File: src/radio_seq_pkg.sv
// shared constants and types for the radio mode sequencer and its host driver
// ============================================================
// Contract
// - wake from sleep lands in idle only
// - oscillator start, then host interface powers up
// - host wakes synthesizer before transmit or receive
// - host calibrates after power-off or long idle
// - host loads whole frame before transmit
// - transmit sends frame, then returns to idle
// - receive returns to idle after one frame
// - host awaits acknowledge, retransmits on timeout
// - next frame on acknowledge; sleep after last
package radio_seq_pkg;
  // ============================================================
  // timing
  localparam int CLK_PERIOD_NS    = 100;
  localparam int XOSC_START_US    = 250;
  localparam int XOSC_START_CYC   = (XOSC_START_US * 1000 + CLK_PERIOD_NS - 1) / CLK_PERIOD_NS;
  localparam int SYNTH_SETTLE_CYC = 16;
  localparam int CAL_CYC          = 64;
  localparam int BYTE_CYC         = 320;
  localparam int RECAL_IDLE_CYC   = 100000;
  localparam int CNT_W            = 16;
  // ============================================================
  // buffering and protocol
  localparam int       BUF_DEPTH = 32;
  localparam int       MAX_RETRY = 3;
  localparam bit [7:0] ACK_CODE  = 8'ha5;
  // ============================================================
  // commands from host, modes of the device (sleep is the reset mode)
  typedef enum logic [2:0] {
    cmd_wake, synth_wakeup_cmd, cmd_calibrate, cmd_tx, cmd_rx, cmd_idle, cmd_sleep, cmd_flush
  } cmd_type;
  typedef enum logic [2:0] {
    mode_sleep, mode_xosc, mode_idle, mode_synth_start, mode_synth_on, mode_cal, mode_tx, mode_rx
  } mode_type;
endpackage

File: src/radio_link_if.sv
// link between the radio mode sequencer and its host driver
`timescale 1ns/1ps
`default_nettype none
interface radio_link_if;
  radio_seq_pkg::cmd_type  cmd;
  logic                    cmd_valid;
  logic                    wr_valid;
  logic [7:0]              wr_data;
  radio_seq_pkg::mode_type mode;
  logic                    ready;
  logic                    tx_done;
  logic                    rx_valid;
  logic [7:0]              rx_data;
  logic                    rx_last;

  modport device (input cmd, cmd_valid, wr_valid, wr_data,
                  output mode, ready, tx_done, rx_valid, rx_data, rx_last);
  modport host   (output cmd, cmd_valid, wr_valid, wr_data,
                  input mode, ready, tx_done, rx_valid, rx_data, rx_last);
endinterface
`default_nettype wire

File: src/radio_mode_host.sv
// host end: drives wake, load, transmit, acknowledge wait and retry
`timescale 1ns/1ps
`default_nettype none
module radio_mode_host #(
  parameter int       RECAL_CYC = radio_seq_pkg::RECAL_IDLE_CYC,
  parameter int       MAX_RETRY = radio_seq_pkg::MAX_RETRY,
  parameter bit [7:0] ACK_CODE  = radio_seq_pkg::ACK_CODE
) (
  input  wire logic        i_core_clk,
  input  wire logic        i_rst_b,
  radio_link_if.host       link,
  input  wire logic        i_start,
  input  wire logic [7:0]  i_frame_count,
  input  wire logic [15:0] i_ack_timeout,
  input  wire logic        i_frame_valid,
  input  wire logic [7:0]  i_frame_data,
  input  wire logic        i_frame_last,
  output logic             o_frame_ready,
  output logic             o_busy,
  output logic             o_done,
  output logic             o_fail
);
  localparam int RW = 4;
  localparam int IW = 32;

  if (MAX_RETRY < 0 || MAX_RETRY >= 2**RW || RECAL_CYC < 1) begin : g_bad
    $error("radio_mode_host: parameter out of range");
  end

  typedef enum logic [2:0] {
    s_off, s_wake, s_load, s_start, s_synth, s_tx, s_rx
  } state_type;

  state_type               state_reg, state_next;
  radio_seq_pkg::cmd_type  cmd_reg, cmd_next;
  logic                    cmdv_reg, cmdv_next;
  logic                    wrv_reg, wrv_next;
  logic [7:0]              wrd_reg, wrd_next;
  logic                    settle_reg, settle_next;
  logic                    go_rx_reg, go_rx_next;
  logic                    cal_due_reg, cal_due_next;
  logic [IW-1:0]           idle_cnt_reg, idle_cnt_next;
  logic [15:0]             tmo_reg, tmo_next;
  logic                    first_reg, first_next;
  logic                    ack_reg, ack_next;
  logic [7:0]              left_reg, left_next;
  logic [RW-1:0]           retry_reg, retry_next;
  logic                    rdy_reg, rdy_next;
  logic                    done_reg, done_next;
  logic                    fail_reg, fail_next;
  logic                    busy_reg, busy_next;
  logic                    ack_ok, retry_now;

  // ============================================================
  // session sequencing
  always_comb begin
    state_next    = state_reg;
    cmd_next      = cmd_reg;
    cmdv_next     = 1'b0;
    wrv_next      = 1'b0;
    wrd_next      = wrd_reg;
    settle_next   = 1'b0;
    go_rx_next    = go_rx_reg;
    cal_due_next  = cal_due_reg;
    idle_cnt_next = idle_cnt_reg;
    tmo_next      = tmo_reg;
    first_next    = first_reg;
    ack_next      = ack_reg;
    left_next     = left_reg;
    retry_next    = retry_reg;
    done_next     = 1'b0;
    fail_next     = 1'b0;
    retry_now     = 1'b0;
    // first byte of the answer decides; a later byte cannot change it
    ack_ok        = first_reg ? (link.rx_data == ACK_CODE) : ack_reg;

    // loop drifts while idle, so a long gap forces a fresh calibration
    if (state_reg != s_off) begin
      if (idle_cnt_reg >= IW'(RECAL_CYC - 1)) begin
        cal_due_next = 1'b1;
      end else begin
        idle_cnt_next = idle_cnt_reg + IW'(1);
      end
    end

    case (state_reg)
      s_off: begin
        if (i_start && i_frame_count != 8'h00) begin
          cmd_next     = radio_seq_pkg::cmd_wake;
          cmdv_next    = 1'b1;
          left_next    = i_frame_count;
          retry_next   = '0;
          cal_due_next = 1'b1;
          settle_next  = 1'b1;
          state_next   = s_wake;
        end
      end
      s_wake: begin
        // device ignores the link until its oscillator is running
        if (!settle_reg && link.ready) begin
          cmd_next   = radio_seq_pkg::cmd_flush;
          cmdv_next  = 1'b1;
          state_next = s_load;
        end
      end
      s_load: begin
        if (i_frame_valid && rdy_reg) begin
          wrv_next = 1'b1;
          wrd_next = i_frame_data;
          if (i_frame_last) begin
            retry_next = '0;
            state_next = s_start;
          end
        end
      end
      s_start: begin
        cmd_next    = radio_seq_pkg::synth_wakeup_cmd;
        cmdv_next   = 1'b1;
        settle_next = 1'b1;
        state_next  = s_synth;
      end
      s_synth: begin
        if (!settle_reg && link.mode == radio_seq_pkg::mode_synth_on) begin
          cmdv_next   = 1'b1;
          settle_next = 1'b1;
          if (cal_due_reg) begin
            cmd_next      = radio_seq_pkg::cmd_calibrate;
            cal_due_next  = 1'b0;
            idle_cnt_next = '0;
          end else if (go_rx_reg) begin
            cmd_next   = radio_seq_pkg::cmd_rx;
            tmo_next   = 16'h0000;
            first_next = 1'b1;
            ack_next   = 1'b0;
            state_next = s_rx;
          end else begin
            cmd_next   = radio_seq_pkg::cmd_tx;
            state_next = s_tx;
          end
        end
      end
      s_tx: begin
        if (link.tx_done) begin
          go_rx_next = 1'b1;
          state_next = s_start;
        end
      end
      s_rx: begin
        if (link.rx_valid) begin
          first_next = 1'b0;
          ack_next   = ack_ok;
        end
        // a frame that ends in the timeout cycle still counts
        if (link.rx_valid && link.rx_last) begin
          go_rx_next = 1'b0;
          if (!ack_ok) begin
            retry_now = 1'b1;
          end else if (left_reg == 8'h01) begin
            cmd_next   = radio_seq_pkg::cmd_sleep;
            cmdv_next  = 1'b1;
            done_next  = 1'b1;
            state_next = s_off;
          end else begin
            left_next  = left_reg - 8'h01;
            cmd_next   = radio_seq_pkg::cmd_flush;
            cmdv_next  = 1'b1;
            state_next = s_load;
          end
        end else if (tmo_reg == i_ack_timeout) begin
          cmd_next   = radio_seq_pkg::cmd_idle;
          cmdv_next  = 1'b1;
          go_rx_next = 1'b0;
          retry_now  = 1'b1;
        end else begin
          tmo_next = tmo_reg + 16'h0001;
        end
        // frame stays in the device buffer, so a retry needs no reload
        if (retry_now) begin
          if (retry_reg == RW'(MAX_RETRY)) begin
            fail_next  = 1'b1;
            state_next = s_off;
          end else begin
            retry_next = retry_reg + RW'(1);
            state_next = s_start;
          end
        end
      end
      default: state_next = s_off;
    endcase
    // the device may still need a sleep command after a failed session
    if (state_reg == s_start && retry_reg == '0 && fail_reg) begin
      state_next = s_off;
    end
    rdy_next = (state_next == s_load) && !(state_reg == s_load && i_frame_valid && i_frame_last);
    busy_next = (state_next != s_off);
  end

  always_ff @(posedge i_core_clk or negedge i_rst_b) begin
    if (!i_rst_b) begin
      state_reg    <= s_off;
      cmd_reg      <= radio_seq_pkg::cmd_sleep;
      cmdv_reg     <= 1'b0;
      wrv_reg      <= 1'b0;
      wrd_reg      <= 8'h00;
      settle_reg   <= 1'b0;
      go_rx_reg    <= 1'b0;
      cal_due_reg  <= 1'b1;
      idle_cnt_reg <= '0;
      tmo_reg      <= 16'h0000;
      first_reg    <= 1'b0;
      ack_reg      <= 1'b0;
      left_reg     <= 8'h00;
      retry_reg    <= '0;
      rdy_reg      <= 1'b0;
      done_reg     <= 1'b0;
      fail_reg     <= 1'b0;
      busy_reg     <= 1'b0;
    end else begin
      state_reg    <= state_next;
      cmd_reg      <= cmd_next;
      cmdv_reg     <= cmdv_next;
      wrv_reg      <= wrv_next;
      wrd_reg      <= wrd_next;
      settle_reg   <= settle_next;
      go_rx_reg    <= go_rx_next;
      cal_due_reg  <= cal_due_next;
      idle_cnt_reg <= idle_cnt_next;
      tmo_reg      <= tmo_next;
      first_reg    <= first_next;
      ack_reg      <= ack_next;
      left_reg     <= left_next;
      retry_reg    <= retry_next;
      rdy_reg      <= rdy_next;
      done_reg     <= done_next;
      fail_reg     <= fail_next;
      busy_reg     <= busy_next;
    end
  end

  // ============================================================
  // outputs straight from registers
  assign link.cmd       = cmd_reg;
  assign link.cmd_valid = cmdv_reg;
  assign link.wr_valid  = wrv_reg;
  assign link.wr_data   = wrd_reg;
  assign o_frame_ready  = rdy_reg;
  assign o_busy         = busy_reg;
  assign o_done         = done_reg;
  assign o_fail         = fail_reg;
endmodule
`default_nettype wire

File: src/flat_wrapper.sv
// flat-port wrapper written by rule: the top's interface ports become plain ports
module radio_mode_host_flat 
#(
  parameter int       RECAL_CYC = radio_seq_pkg::RECAL_IDLE_CYC,
  parameter int       MAX_RETRY = radio_seq_pkg::MAX_RETRY,
  parameter bit [7:0] ACK_CODE  = radio_seq_pkg::ACK_CODE
)
  (i_core_clk, i_rst_b, i_start, i_frame_count, i_ack_timeout, i_frame_valid, i_frame_data, i_frame_last, o_frame_ready, o_busy, o_done, o_fail, link_cmd, link_cmd_valid, link_wr_valid, link_wr_data, link_mode, link_ready, link_tx_done, link_rx_valid, link_rx_data, link_rx_last);
  radio_link_if link_i ();
  input  wire logic i_core_clk;
  input  wire logic i_rst_b;
  input  wire logic i_start;
  input  wire logic [7:0] i_frame_count;
  input  wire logic [15:0] i_ack_timeout;
  input  wire logic i_frame_valid;
  input  wire logic [7:0] i_frame_data;
  input  wire logic i_frame_last;
  output logic o_frame_ready;
  output logic o_busy;
  output logic o_done;
  output logic o_fail;
  output wire logic [$bits(link_i.cmd)-1:0] link_cmd;
  output wire logic [$bits(link_i.cmd_valid)-1:0] link_cmd_valid;
  output wire logic [$bits(link_i.wr_valid)-1:0] link_wr_valid;
  output wire logic [$bits(link_i.wr_data)-1:0] link_wr_data;
  input wire logic [$bits(link_i.mode)-1:0] link_mode;
  input wire logic [$bits(link_i.ready)-1:0] link_ready;
  input wire logic [$bits(link_i.tx_done)-1:0] link_tx_done;
  input wire logic [$bits(link_i.rx_valid)-1:0] link_rx_valid;
  input wire logic [$bits(link_i.rx_data)-1:0] link_rx_data;
  input wire logic [$bits(link_i.rx_last)-1:0] link_rx_last;
  assign link_cmd = link_i.cmd;
  assign link_cmd_valid = link_i.cmd_valid;
  assign link_wr_valid = link_i.wr_valid;
  assign link_wr_data = link_i.wr_data;
  assign link_i.mode = link_mode;
  assign link_i.ready = link_ready;
  assign link_i.tx_done = link_tx_done;
  assign link_i.rx_valid = link_rx_valid;
  assign link_i.rx_data = link_rx_data;
  assign link_i.rx_last = link_rx_last;
  radio_mode_host #(.RECAL_CYC(RECAL_CYC), .MAX_RETRY(MAX_RETRY), .ACK_CODE(ACK_CODE)) u_core (.i_core_clk(i_core_clk), .i_rst_b(i_rst_b), .link(link_i), .i_start(i_start), .i_frame_count(i_frame_count), .i_ack_timeout(i_ack_timeout), .i_frame_valid(i_frame_valid), .i_frame_data(i_frame_data), .i_frame_last(i_frame_last), .o_frame_ready(o_frame_ready), .o_busy(o_busy), .o_done(o_done), .o_fail(o_fail));
endmodule
File: config.mk
export PLATFORM = sky130hd
export DESIGN_NAME = radio_mode_host_flat
export DESIGN_NICKNAME = d
export VERILOG_FILES = /design/src/radio_seq_pkg.sv /design/src/radio_link_if.sv /design/src/radio_mode_host.sv /design/src/flat_wrapper.sv
export SDC_FILE = /design/constraint.sdc
export NUM_CORES = 1
export LEC_CHECK = 0
export BUFFER_PORTS_ARGS = -buffer_cell sky130_fd_sc_hd__buf_4
export CORE_MARGIN = 3
export CORE_UTILIZATION = 45
export DETAILED_ROUTE_END_ITERATION = 10
export PLACE_DENSITY = 0.64
export SLEW_MARGIN = 10
export SYNTH_ARGS = -nofsm -noshare
export SYNTH_HDL_FRONTEND = slang
export SYNTH_SLANG_ARGS = --single-unit
File: constraint.sdc
create_clock -name i_core_clk -period 2.6 [get_ports i_core_clk]
set_clock_uncertainty 0.1 [all_clocks]
set_input_delay 0.13 -clock i_core_clk [delete_from_list [all_inputs] [get_ports i_core_clk]]
set_output_delay 0.13 -clock i_core_clk [all_outputs]
set_load 0.05 [all_outputs]
==> impl_metrics.tcl <==
set metrics [dict create \
    outcome "completed" \
    worstSkewPairLatency_ns 0.36 \
    clockRootBuffer "clkbuf_8" \
    die_h_um 104 \
    async_flop_share_pct 100 \
    clkPwrFrac_pct 20.4 \
    final_area_sq_um 5440 \
    clock_sinks 85 \
    clk_path_buf_depth 2 \
    start_util_pct 46.7 \
    start_kind "register" \
    vias 3566 \
    fin_cells 674 \
    routed_via_density 5.29 \
    layout-drive-gt1-share_pct 21.8 \
    max-slew-margin-rel_pct 46.6 \
    fin_ws_ns 0.210 \
    antenna_found_initial 0 \
    ioPinCount 69 \
    worstSetupEndpointType "register" \
    final_common_cell "dfrtp_1" \
    overflow 0 \
    p_switching_mw 1.92 \
    path_clk_slew_ns 0.09 \
    fmax_mhz 418 \
    rows 35 \
    synthCells 446 \
    ys_seq_area_share_pct 49.2 \
    die_area_sq_um 10800 \
    drt-initial-drc-count 139 \
    gp_congestion 0.917 \
    syn_avg_cell_area_sq_um 9.72 \
    cts_hold_buffers 18 \
    cts_made_buffers 9 \
    synth_edf_count 0 \
    cts_tree "yes" \
    cts-resized-gates 0 \
    p_per_area_nw_per_um2 882 \
    p_leak_nw 2.49 \
    grt_pass1_wl_um 17100 \
    layout_min_cycle_time_ns 2.39 \
    diodes 0 \
    cts_setup_buffers 0 \
    crit_arrival_ns 2.52 \
    die_x_um 104 \
    hold_ws_ns 0.0115 \
    yosys-mux-area-fraction_pct 4.24 \
    drt_wl_total_um 10000 \
    synth-xor-area-share_pct 7.88 \
    seqPwrFrac_pct 42.2 \
    worstMarginPinSlew_ns 0.795 \
    power_frac_comb_pct 37.4 \
    dp_worst_setup_slack_ns 0.241 \
    synth_nets 504 \
    final_cell_mix "82 x dfrtp_1, 80 x buf_4, 50 x nor2_1, 34 x nand2_1, 25 x a21oi_1" \
    synth_top_family_by_area "simple AND/OR/NAND/NOR gates" \
    synth_top_cell_by_area "dfrtp_1" \
    finalSetupTns_ns 0 \
    period_share_pct 91.9 \
    dpl_cell_area_sq_um 5050 \
    post-route-util_pct 58.6 \
    drv_cap 0 \
    post-route-drc-count 0 \
    htreeDepth 3 \
    post_drt_wl_per_cell_um 14.9 \
    numPortBuffers 68 \
    yosys.area_share.simple_pct 24.9 \
    antenna_left 0 \
    ir_drop_mv 0.490 \
    grt_pass1_vias 3613 \
    placed_cells 640 \
    critPathKind "register to register" \
    hold_viol_final 0 \
    syn_area_sq_um 4330 \
    ys_types 53 \
    cp.required_ns 2.73 \
    critPathMaxFanout 6 \
    synth-seq-cells 85 \
    synthAdderAreaFrac_pct 1.73 \
    syn2layout_area_growth_pct 25.5 \
    core_area_sq_um 9280 \
    finalSetupViolations 0 \
    p_int_mw 2.88 \
    fillers 843 \
    synth_area_leaders "dfrtp_1 47%, nor2_1 4.3%, xor2_1 4.2%" \
    swShare_pct 40.0 \
    synth-main-ff-cell "dfrtp_1" \
    synth_compound_area_share_pct 9.67 \
    grt_usage_pct 19.1 \
    yosys_warnings 0 \
    drt_first_pass_iters 4 \
    nets 598 \
    synth_top_area_share_pct 47.3 \
    dp_hpwl_um 7060 \
    largest_reg_flops 32 \
    final-max-slew-violation-count 0 \
    rsz0062_at_grt "no" \
    grt_max_degree 86 \
    min_path_type "input pin to register" \
    power_mw 4.80 \
]
power groups by stage:
stage | Combinational [mW] | Clock (mW) | Sequential (mW)
floorplan | 1.10 | 0 | 2.15
global placement | 1.74 | 0 | 2.02
detailed placement | 1.77 | 0 | 2.04
CTS | 1.80 | 1.01 | 2.02
global route | 2.00 | 1.06 | 2.08
finish | 1.79 | 0.977 | 2.02
cell usage after synthesis, drive strengths merged, types with 2 or more instances:
cell type and number:
xor2 21, o22ai 5, nor2 50, nor3b 2, o31ai 2, nand3 24, and4 4, o21ai 22
a31oi 4, clkbuf 12, nor4bb 2, ha 6, or3 9, and3 6, buf 4, nor3 14
nand2 34, nor2b 3, o211ai 4, a21oi 25, nand2b 2, dfrtp 82, nor4 10, and2 23
mux2 11, dfstp 3, inv 11, nand4 10, mux2i 6, xnor2 18
routing by layer:
layer	vias up	part of all wire, %	track usage, %
li1	1760	-	-
met1	1717	47	25.8
met2	76	47	30.5
met3	13	4.4	4.22
met4	0	1.4	6.74
met5	-	0	0
cell families (layout without fill, tap and decap cells):
| logic type | after synthesis | in the layout |
|---|---|---|
| AND/OR/NAND/NOR | 200 | 200 |
| flip-flops | 85 | 85 |
| AO/OA/AOI/OAI | 72 | 72 |
| XOR/XNOR | 39 | 39 |
| buffers and inverters | 27 | 126 |
| multiplexers | 17 | 17 |
| adder cells (fa/ha/maj) | 6 | 6 |
worst paths after layout:
path / start / end / slack, ns / cells past startpoint
min in group asynchronous: i_rst_b / u_core.tmo_reg[7] / 0.23 / 3
worst max register to register: u_core.left_reg[3] / u_core.o_busy / 0.21 / 7
worst max-delay path: u_core.left_reg[3] / u_core.o_busy / 0.21 / 7
max in group asynchronous: i_rst_b / u_core.cal_due_reg / 1.79 / 3
worst min-delay path: i_frame_count[7] / u_core.left_reg[7] / 0.01 / 3
worst min register to register: u_core.idle_cnt_reg[26] / u_core.idle_cnt_reg[26] / 0.40 / 1
layout make-up:
type / count / area [sq um] / area share (%)
Sequential cell: 85 / 2130 / 39.2
Multi-Input combinational cell: 334 / 2100 / 38.6
Timing Repair Buffer: 99 / 801 / 14.7
Tap cell: 129 / 161 / 2.97
Clock buffer: 9 / 124 / 2.28
Clock inverter: 7 / 81.3 / 1.50
Inverter: 11 / 41.3 / 0.759
critical path, cell delays in order (launching register included):
cell and delay, ns:
dfrtp_1 0.44, or4_4 0.58, nor4b_4 0.28, nand3b_1 0.15, nand2_1 0.09, a21oi_1 0.05, nor3_2 0.21, or3b_1 0.37
No activity file was read; power rests on OpenSTA's default activity.
